`config.mk`:
```
export PLATFORM = sky130hd
export DESIGN_NAME = csic_i2c_ctrl
export DESIGN_NICKNAME = d
export VERILOG_FILES = /design/src/csic_pkg.sv /design/src/csic_i2c_ctrl.sv
export VERILOG_INCLUDE_DIRS = /design/src /design/src/src
export SDC_FILE = /design/constraint.sdc
export NUM_CORES = 1
export LEC_CHECK = 0
export ABC_AREA = 1
export BUFFER_PORTS_ARGS = -buffer_cell sky130_fd_sc_hd__buf_2
export CAP_MARGIN = 0
export CELL_PAD_IN_SITES_DETAIL_PLACEMENT = 1
export CELL_PAD_IN_SITES_GLOBAL_PLACEMENT = 1
export CORE_MARGIN = 8
export CORE_UTILIZATION = 46
export CTS_BUF_LIST = sky130_fd_sc_hd__clkbuf_8
export CTS_CLUSTER_SIZE = 14
export DETAILED_ROUTE_END_ITERATION = 10
export PLACE_DENSITY = 0.79
export SYNTH_ARGS = -nofsm -noshare
export SYNTH_HDL_FRONTEND = slang
export SYNTH_SLANG_ARGS = --single-unit
```
`constraint.sdc`:
```
create_clock -name i_ref_clk -period 2.2 [get_ports i_ref_clk]
set_input_delay 0.44 -clock i_ref_clk [delete_from_list [all_inputs] [get_ports i_ref_clk]]
set_output_delay 0.44 -clock i_ref_clk [all_outputs]
set_load 0.02 [all_outputs]
```
`src/csic_map.svh`:
```
// Constants of the synthesizer control port: addresses, byte layout, defaults, timing.
// Assumes inclusion by the package and the design file only.
`ifndef CSIC_MAP_SVH
`define CSIC_MAP_SVH

`define CSIC_ADDR_LOW 7'h4C
`define CSIC_ADDR_HIGH 7'h4E
`define CSIC_BYTE_COUNT 3'h4
`define CSIC_BYTE_OVERRUN 3'h5
`define CSIC_BITS_PER_BYTE 4'h8

`define CSIC_BYTE0_RST 8'hF7
`define CSIC_BYTE1_RST 8'hFF
`define CSIC_BYTE2_RST 8'hA0
`define CSIC_BYTE3_RST 8'h40

`define CSIC_B2_OUT0_BIT 7
`define CSIC_B2_CODE_MSB 6
`define CSIC_B2_CODE_LSB 2
`define CSIC_B2_SPREAD_BIT 1
`define CSIC_B2_BYPASS_BIT 0
`define CSIC_B3_RATE_BIT 7
`define CSIC_B3_REV_BIT 6

`define CSIC_RATIO_BASE 7'h48
`define CSIC_CODE_MAX 5'h10
`define CSIC_CLEAR_HIZ_MASK 17'h00FFF

`define CSIC_FIFO_WIDTH 8
`define CSIC_FIFO_DEPTH 8

`define CSIC_REF_PERIOD_PS 4000
`define CSIC_SCL_MIN_PERIOD_PS 100000
`define CSIC_SCL_PERIOD_CYC (`CSIC_SCL_MIN_PERIOD_PS / `CSIC_REF_PERIOD_PS)

`endif

```
`src/csic_pkg.sv`:
```
// Types of the synthesizer control port.
// Assumes csic_map.svh on the include path.
package csic_pkg;
  `include "csic_map.svh"

  typedef struct packed {
    logic [16:0] out_en;
    logic [4:0] fb_div_code;
    logic spread_enable;
    logic bypass_select;
    logic hcsl_pair_rate_select;
    logic revision;
  } csic_ctrl_t;

  typedef enum logic [2:0] {
    BUS_IDLE,
    BUS_ADDR,
    BUS_ADDR_ACK,
    BUS_DATA,
    BUS_DATA_ACK,
    BUS_IGNORE
  } csic_bus_state_t;

  typedef struct packed {
    logic [2:0] scl_sync;
    logic [2:0] sda_sync;
    logic [1:0] adr_sync;
    logic [1:0] clr_sync;
    csic_bus_state_t bus;
    logic [3:0] bit_cnt;
    logic [7:0] shift;
    logic [2:0] data_cnt;
    logic sda_out;
    logic sda_oe;
    logic push;
    logic [3:0][7:0] shadow;
    logic [2:0] sh_idx;
    logic apply_pend;
    csic_ctrl_t ctrl;
    logic [6:0] ratio;
    logic [16:0] drive;
    logic div_reset;
  } csic_top_state_t;
endpackage

```
`src/csic_i2c_ctrl.sv`:
```
// Two-wire serial control port of a dual-loop clock synthesizer, with its byte FIFO.
// Assumes a 250 MHz reference clock, a synchronous reset, and raw pins on scl, sda, strap and chip clear.
//
// Behaviour
// - Device is target only; never drives the clock, never starts a transfer.
// - Decodes one of two seven-bit addresses by strap; bit 0 is read/write.
// - Strap low answers 1001100, strap high answers 1001110.
// - Port works at serial clock rates up to 10 MHz.
// - Start is data falling while clock high; device detects it.
// - Stop is data rising while clock high; device detects it.
// - Driver changes data only while clock is low.
// - Receiver pulls data low before ninth rise, holds until ninth fall.
// - Settings update only after four data bytes and a following stop.
// - Byte 3 holds rate select bit 7, revision bit 6, rest reserved.
// - Feedback ratio is 72 plus five-bit code, codes up to 16; default 80.
// - Rate select 0 gives 200 MHz pair, 1 gives 100 MHz.
// - Revision bit is a fixed revision indicator, default 1.
// - An output whose enable is clear goes to high impedance.
// - Chip clear resets dividers, loads defaults, floats outputs 0 to 11.
// - Bytes 0 and 1 hold enables 16..1; byte 2 enable 0, code, spread, bypass.
// - Defaults: ratio 80, spread off, loop as divider source.
`timescale 1ns/10ps
`include "csic_map.svh"

module csic_fifo #(
  parameter int WIDTH = 8,
  parameter int DEPTH = 8
) (
  input wire logic i_ref_clk,
  input wire logic i_reset,
  input wire logic i_flush,
  input wire logic i_in_valid,
  input wire logic [WIDTH-1:0] i_in_data,
  output logic o_in_ready,
  output logic o_out_valid,
  output logic [WIDTH-1:0] o_out_data,
  input wire logic i_out_ready
);
  import csic_pkg::*;

  localparam int AW = (DEPTH > 1) ? $clog2(DEPTH) : 1;

  typedef struct packed {
    logic [DEPTH-1:0][WIDTH-1:0] mem;
    logic [AW:0] count;
    logic [AW-1:0] wr;
    logic [AW-1:0] rd;
  } csic_fifo_state_t;

  csic_fifo_state_t st;
  csic_fifo_state_t nx;
  logic do_push;
  logic do_pop;

  assign o_in_ready = (st.count != (AW+1)'(DEPTH));
  assign o_out_valid = (st.count != '0);
  assign o_out_data = st.mem[st.rd];
  assign do_push = i_in_valid && o_in_ready;
  assign do_pop = o_out_valid && i_out_ready;

  always_comb begin
    nx = st;
    if (i_flush) begin
      nx.count = '0;
      nx.wr = '0;
      nx.rd = '0;
    end else begin
      if (do_push) begin
        nx.mem[st.wr] = i_in_data;
        nx.wr = (st.wr == AW'(DEPTH - 1)) ? '0 : AW'(st.wr + 1'b1);
      end
      if (do_pop) begin
        nx.rd = (st.rd == AW'(DEPTH - 1)) ? '0 : AW'(st.rd + 1'b1);
      end
      case ({do_push, do_pop})
        2'b10: nx.count = (AW+1)'(st.count + 1'b1);
        2'b01: nx.count = (AW+1)'(st.count - 1'b1);
        default: nx.count = st.count;
      endcase
    end
  end

  always_ff @(posedge i_ref_clk) begin
    if (i_reset) begin
      st <= '0;
    end else begin
      st <= nx;
    end
  end
endmodule

module csic_i2c_ctrl (
  input wire logic i_ref_clk,
  input wire logic i_reset,
  input wire logic i_chip_clear_n,
  input wire logic i_addr_select,
  input wire logic i_scl,
  input wire logic i_sda,
  output logic o_sda_out,
  output logic o_sda_oe,
  output csic_pkg::csic_ctrl_t o_ctrl,
  output logic [6:0] o_fb_div_ratio,
  output logic [16:0] o_out_drive_en,
  output logic o_div_reset
);
  import csic_pkg::*;

  localparam logic [3:0][7:0] DefBytes = {`CSIC_BYTE3_RST, `CSIC_BYTE2_RST, `CSIC_BYTE1_RST, `CSIC_BYTE0_RST};
  localparam int AckBoundCyc = `CSIC_SCL_PERIOD_CYC / 2;

  // Maps the four bytes onto settings; revision and reserved bits never come from the bus
  function automatic csic_ctrl_t csic_unpack(input logic [3:0][7:0] b, input logic [4:0] keep_code,
                                             input logic keep_rev);
    csic_ctrl_t c;
    logic [4:0] code;
    code = b[2][`CSIC_B2_CODE_MSB:`CSIC_B2_CODE_LSB];
    c.out_en = {b[0], b[1], b[2][`CSIC_B2_OUT0_BIT]};
    c.fb_div_code = (code <= `CSIC_CODE_MAX) ? code : keep_code;
    c.spread_enable = b[2][`CSIC_B2_SPREAD_BIT];
    c.bypass_select = b[2][`CSIC_B2_BYPASS_BIT];
    c.hcsl_pair_rate_select = b[3][`CSIC_B3_RATE_BIT];
    c.revision = keep_rev;
    return c;
  endfunction

  localparam csic_ctrl_t CtrlDefault = csic_unpack(DefBytes, DefBytes[2][`CSIC_B2_CODE_MSB:`CSIC_B2_CODE_LSB],
                                                   DefBytes[3][`CSIC_B3_REV_BIT]);

  csic_top_state_t st;
  csic_top_state_t nx;

  logic scl_high;
  logic scl_rise;
  logic scl_fall;
  logic start_seen;
  logic stop_seen;
  logic clear_on;
  logic addr_match;
  logic fifo_in_ready;
  logic fifo_out_valid;
  logic [7:0] fifo_out_data;
  logic fifo_out_ready;
  logic apply_go;

  // Edges are taken from the second and third stages only; stage one feeds stage two alone
  assign scl_high = st.scl_sync[1] && st.scl_sync[2];
  assign scl_rise = st.scl_sync[1] && !st.scl_sync[2];
  assign scl_fall = !st.scl_sync[1] && st.scl_sync[2];
  assign start_seen = scl_high && !st.sda_sync[1] && st.sda_sync[2];
  assign stop_seen = scl_high && st.sda_sync[1] && !st.sda_sync[2];
  assign clear_on = !st.clr_sync[1];
  assign addr_match = (st.shift[7:1] == (st.adr_sync[1] ? `CSIC_ADDR_HIGH : `CSIC_ADDR_LOW))
                      && !st.shift[0];
  assign fifo_out_ready = (st.sh_idx < `CSIC_BYTE_COUNT) && !start_seen;
  assign apply_go = st.apply_pend && !fifo_out_valid && (st.sh_idx == `CSIC_BYTE_COUNT);

  csic_fifo #(
    .WIDTH(`CSIC_FIFO_WIDTH),
    .DEPTH(`CSIC_FIFO_DEPTH)
  ) u_fifo (
    .i_ref_clk(i_ref_clk),
    .i_reset(i_reset),
    .i_flush(start_seen),
    .i_in_valid(st.push),
    .i_in_data(st.shift),
    .o_in_ready(fifo_in_ready),
    .o_out_valid(fifo_out_valid),
    .o_out_data(fifo_out_data),
    .i_out_ready(fifo_out_ready)
  );

  always_comb begin
    nx = st;
    // Sampling at 250 MHz keeps every phase of a 10 MHz clock at a dozen cycles or more
    nx.scl_sync = {st.scl_sync[1:0], i_scl};
    nx.sda_sync = {st.sda_sync[1:0], i_sda};
    nx.adr_sync = {st.adr_sync[0], i_addr_select};
    nx.clr_sync = {st.clr_sync[0], i_chip_clear_n};
    nx.push = 1'b0;
    nx.sda_out = 1'b0;

    // Serial byte engine; the data line is only ever pulled low, the clock is never driven
    if (start_seen) begin
      nx.bus = BUS_ADDR;
      nx.bit_cnt = '0;
      nx.data_cnt = '0;
      nx.sda_oe = 1'b0;
      nx.apply_pend = 1'b0;
    end else if (stop_seen) begin
      if (st.data_cnt == `CSIC_BYTE_COUNT) begin
        nx.apply_pend = 1'b1;
      end
      nx.bus = BUS_IDLE;
      nx.sda_oe = 1'b0;
    end else if (scl_rise && (st.bus == BUS_ADDR || st.bus == BUS_DATA)) begin
      nx.shift = {st.shift[6:0], st.sda_sync[1]};
      nx.bit_cnt = 4'(st.bit_cnt + 1'b1);
    end else if (scl_fall) begin
      case (st.bus)
        BUS_ADDR: begin
          if (st.bit_cnt == `CSIC_BITS_PER_BYTE) begin
            if (addr_match) begin
              nx.bus = BUS_ADDR_ACK;
              nx.sda_oe = 1'b1;
            end else begin
              nx.bus = BUS_IGNORE;
            end
          end
        end
        BUS_DATA: begin
          if (st.bit_cnt == `CSIC_BITS_PER_BYTE) begin
            if (st.data_cnt < `CSIC_BYTE_COUNT && fifo_in_ready) begin
              nx.bus = BUS_DATA_ACK;
              nx.sda_oe = 1'b1;
              nx.push = 1'b1;
              nx.data_cnt = 3'(st.data_cnt + 1'b1);
            end else begin
              // A fifth byte is refused and spoils the transfer
              if (st.data_cnt == `CSIC_BYTE_COUNT) begin
                nx.data_cnt = `CSIC_BYTE_OVERRUN;
              end
              nx.bus = BUS_IGNORE;
            end
          end
        end
        BUS_ADDR_ACK, BUS_DATA_ACK: begin
          nx.sda_oe = 1'b0;
          nx.bus = BUS_DATA;
          nx.bit_cnt = '0;
        end
        default: begin
          nx.bus = st.bus;
        end
      endcase
    end

    // Shadow bytes fill from the FIFO and stay apart from the applied settings
    if (start_seen) begin
      nx.sh_idx = '0;
    end else if (fifo_out_valid && fifo_out_ready) begin
      nx.shadow[st.sh_idx[1:0]] = fifo_out_data;
      nx.sh_idx = 3'(st.sh_idx + 1'b1);
    end

    if (clear_on) begin
      nx.ctrl = CtrlDefault;
      nx.apply_pend = 1'b0;
    end else if (apply_go) begin
      nx.ctrl = csic_unpack(st.shadow, st.ctrl.fb_div_code, st.ctrl.revision);
      nx.apply_pend = 1'b0;
    end
    nx.ratio = `CSIC_RATIO_BASE + {2'b00, nx.ctrl.fb_div_code};
    nx.drive = nx.ctrl.out_en & ~(clear_on ? `CSIC_CLEAR_HIZ_MASK : 17'h00000);
    nx.div_reset = clear_on;
  end

  always_ff @(posedge i_ref_clk) begin
    if (i_reset) begin
      st <= '0;
      st.bus <= BUS_IDLE;
      // Synchronisers start at the idle bus level so reset gives no false edge
      st.scl_sync <= 3'h7;
      st.sda_sync <= 3'h7;
      st.clr_sync <= 2'h3;
      st.ctrl <= CtrlDefault;
      st.ratio <= `CSIC_RATIO_BASE + {2'b00, CtrlDefault.fb_div_code};
      st.drive <= CtrlDefault.out_en;
    end else begin
      st <= nx;
    end
  end

  assign o_sda_out = st.sda_out;
  assign o_sda_oe = st.sda_oe;
  assign o_ctrl = st.ctrl;
  assign o_fb_div_ratio = st.ratio;
  assign o_out_drive_en = st.drive;
  assign o_div_reset = st.div_reset;
endmodule

```
==> flow_summary.toml <==
[status]
status = "finished clean"

[routing]
dr.pass1.iters = 4
viasPerCell = 4.994
ant_nets = 0
drc = 0
routedWlPerCell_um = 15.08
drtIter0Drc = 289
vias = 6263
drt_wl_total_um = 18910

[power]
vdd_drop_max_uv = 500.0
powerDensity_nw_per_um2 = 994.8
p_leak_uw = 0.003563
finalPower_uw = 8106

[clocking]
hold_buffers = 0
clockBufferDepth = 2
cts_tree = "done"
cts-root-buf = "clkbuf_8"
path_clk_slew_ps = 100
cts_buffers = 17
cts_setup_buffers = 0
cts.sink_count = 174
worstSkewPairLatency_ps = 460
cts_max_level = 4

[worst_setup_path]
worst-path-buf-inv = 3
crit_fanout = 6
cp_top_family = "simple AND/OR/NAND/NOR gates"
cpMostUsedCell = "inv_1"
worstSetupEndpointType = "flop"
slowest_delay_ps = 340
cpMaxStageDelayCell = "dfxtp_1"
worstSetupPathType = "flop to flop"
start_kind = "flop"
path_cells = "inv_1 -> ha_1 -> nand3_1 -> nor2_4 -> nand2_1 -> inv_1 -> nor2_1 -> o21ai_1 -> inv_1 -> ha_1 -> or2_2"
cp.arrival_ps = 2290
required_ps = 2550

[global_route]
first_global_vias = 6182
grt_pass1_wl_um = 31140
grt_max_degree = 107
global_route.usage.total_pct = 19.04
grt_overflow = 0
antenna_found_initial = 0

[logic_synthesis]
syn_inst = 1023
synth_area_leaders = "dfxtp_1, nor2_1, o21ai_0"
yosys.area.top_type = "dfxtp_1"
synth-edff-count = 0
synth.most_common_cell = "nor2_1"
synth-main-ff-cell = "dfxtp_1"
ys_types = 30
yosys_warnings = 0
postSynthAreaPerCell_um2 = 7.469
ys_seq_elements = 174
synth-seq-area-share_pct = 45.59
synthTopCellsByCount = "nor2_1, dfxtp_1, o21ai_0"
synth_top_area_share_pct = 45.59
syn-cell-area_um2 = 7641
synthArstFlopShare_pct = 0

[sta]
hold_slack_ps = 160.8
fin_crit_ps = 1938
rsz0062_at_grt = "no"
skew_ps = 12.79
worst_pin_slew_ps = 786.2
slew_headroom_pct = 47.03
setup_viol = 0
period_share_pct = 88.07
fmax_mhz = 516.1
finalHoldViolCount = 0
drv_slew = 0
fin_setup_tns_ps = 0

[floorplan]
fp.dieW_um = 144.9
die-area_um2 = 20990
core_um2 = 16410
rows = 47
initial_core_util_pct = 46.57
die_h_um = 144.9
io-pin-count = 59

[finish]
antenna_cells = 0
drive_gt1_share_pct = 14.31
final_nets = 1043
area_growth_pct = 6.632
n_fill_cell = 2123

[min_path]
hold_class = "input port to flop"

[placed_design]
dp_hpwl_um = 13140
port_buffers = 55
gp_congestion = 0.7998

[job]
maxCapViolations = 0
## path summary, 6_finish.rpt
check	startpoint	cells past startpoint	slack, ps	end
setup / recovery	st[52]	11	260	o_fb_div_ratio[4]
hold / removal	i_chip_clear_n	2	160	nx[109]
setup reg to reg	st[52]	11	260	o_fb_div_ratio[4]
hold reg to reg	nx[109]	1	430	st[109]
## what timing repair did
| action | CTS | global route |
|---|---|---|
| hold endpoints to repair | 0 | 0 |
| resized for setup | 0 | 6 |
| endpoints found under the setup margin | 0 | 1 |
## cells by family after synthesis
kind of cell / share of synthesized area (%)
AOI/OAI and AO/OA: 15.23
xor gates and xnor gates: 0.3439
adders and majority gates: 2.620
buffers and inverters: 12.25
DFF: 45.59
other: 0.09828
and+or+nand+nor: 23.87
## state kept, by name (all words and copies together) (netlist names)
name and flops:
nx 6, o_sda_oe 1, o_out_drive_en 12, o_div_reset 1, o_fb_div_ratio 3, u_fifo.st 74, o_ctrl 25, st 52
## cells in the final DEF, fill, tap and decap left out, drive strengths merged, types with 3 or more instances in the layout
master,count
or2,7
buf,73
dfxtp,174
o211ai,15
inv,76
o21ai,162
clkbuf,17
a21oi,45
nand2,132
clkinvlp,4
nor3,4
conb,3
nor2,260
clkinv,14
ha,16
nand3,24
## per-stage QoR
step	cells	utilization, %	worst slack [ps]	instance area [um2]
after floorplan	1024	-	140.0	7645
after global placement	1222	47.22	269.8	7747
after detailed placement	1222	47.22	136.7	7747
after CTS	1254	49.59	112.0	8137
after global routing	1254	49.66	20.06	8148
final	1254	49.66	262.4	8148
## power breakdown
| part | internal [uW] | switching, uW | leakage, uW | total, uW |
|---|---|---|---|---|
| sequential | 3400 | 196 | 0.00141 | 3590 |
| combinational | 734 | 1580 | 0.00197 | 2320 |
| clock | 933 | 1260 | 0.000185 | 2200 |
## worst register-to-register path, stage by stage, from the launching register on
cell	delay, ps
dfxtp_1	340
inv_1	100
ha_1	180
nand3_1	120
nor2_4	190
nand2_1	70
inv_1	70
nor2_1	40
o21ai_1	130
inv_1	70
ha_1	260
or2_2	270
## metal layers
layer | vias up | track usage (%) | part of all wire [%]
met3 | 23 | 3.051 | 3.7
met4 | 0 | 7.229 | 1.9
met2 | 79 | 33.41 | 50
met1 | 2955 | 22.85 | 45
li1 | 3206 | - | -
met5 | - | 0 | 0
## area by class of cell
type,count,area [um2],area share [%]
inverters,80,340.3,4.177
clock inverters,15,155.1,1.904
repair buffers,73,422.9,5.190
multi-input cells,675,3234,39.70
clock buffers,17,234.0,2.872
well taps,220,275.3,3.378
flip-flops and latches,174,3486,42.78
Note: power is estimated with default switching activity, not from simulation.
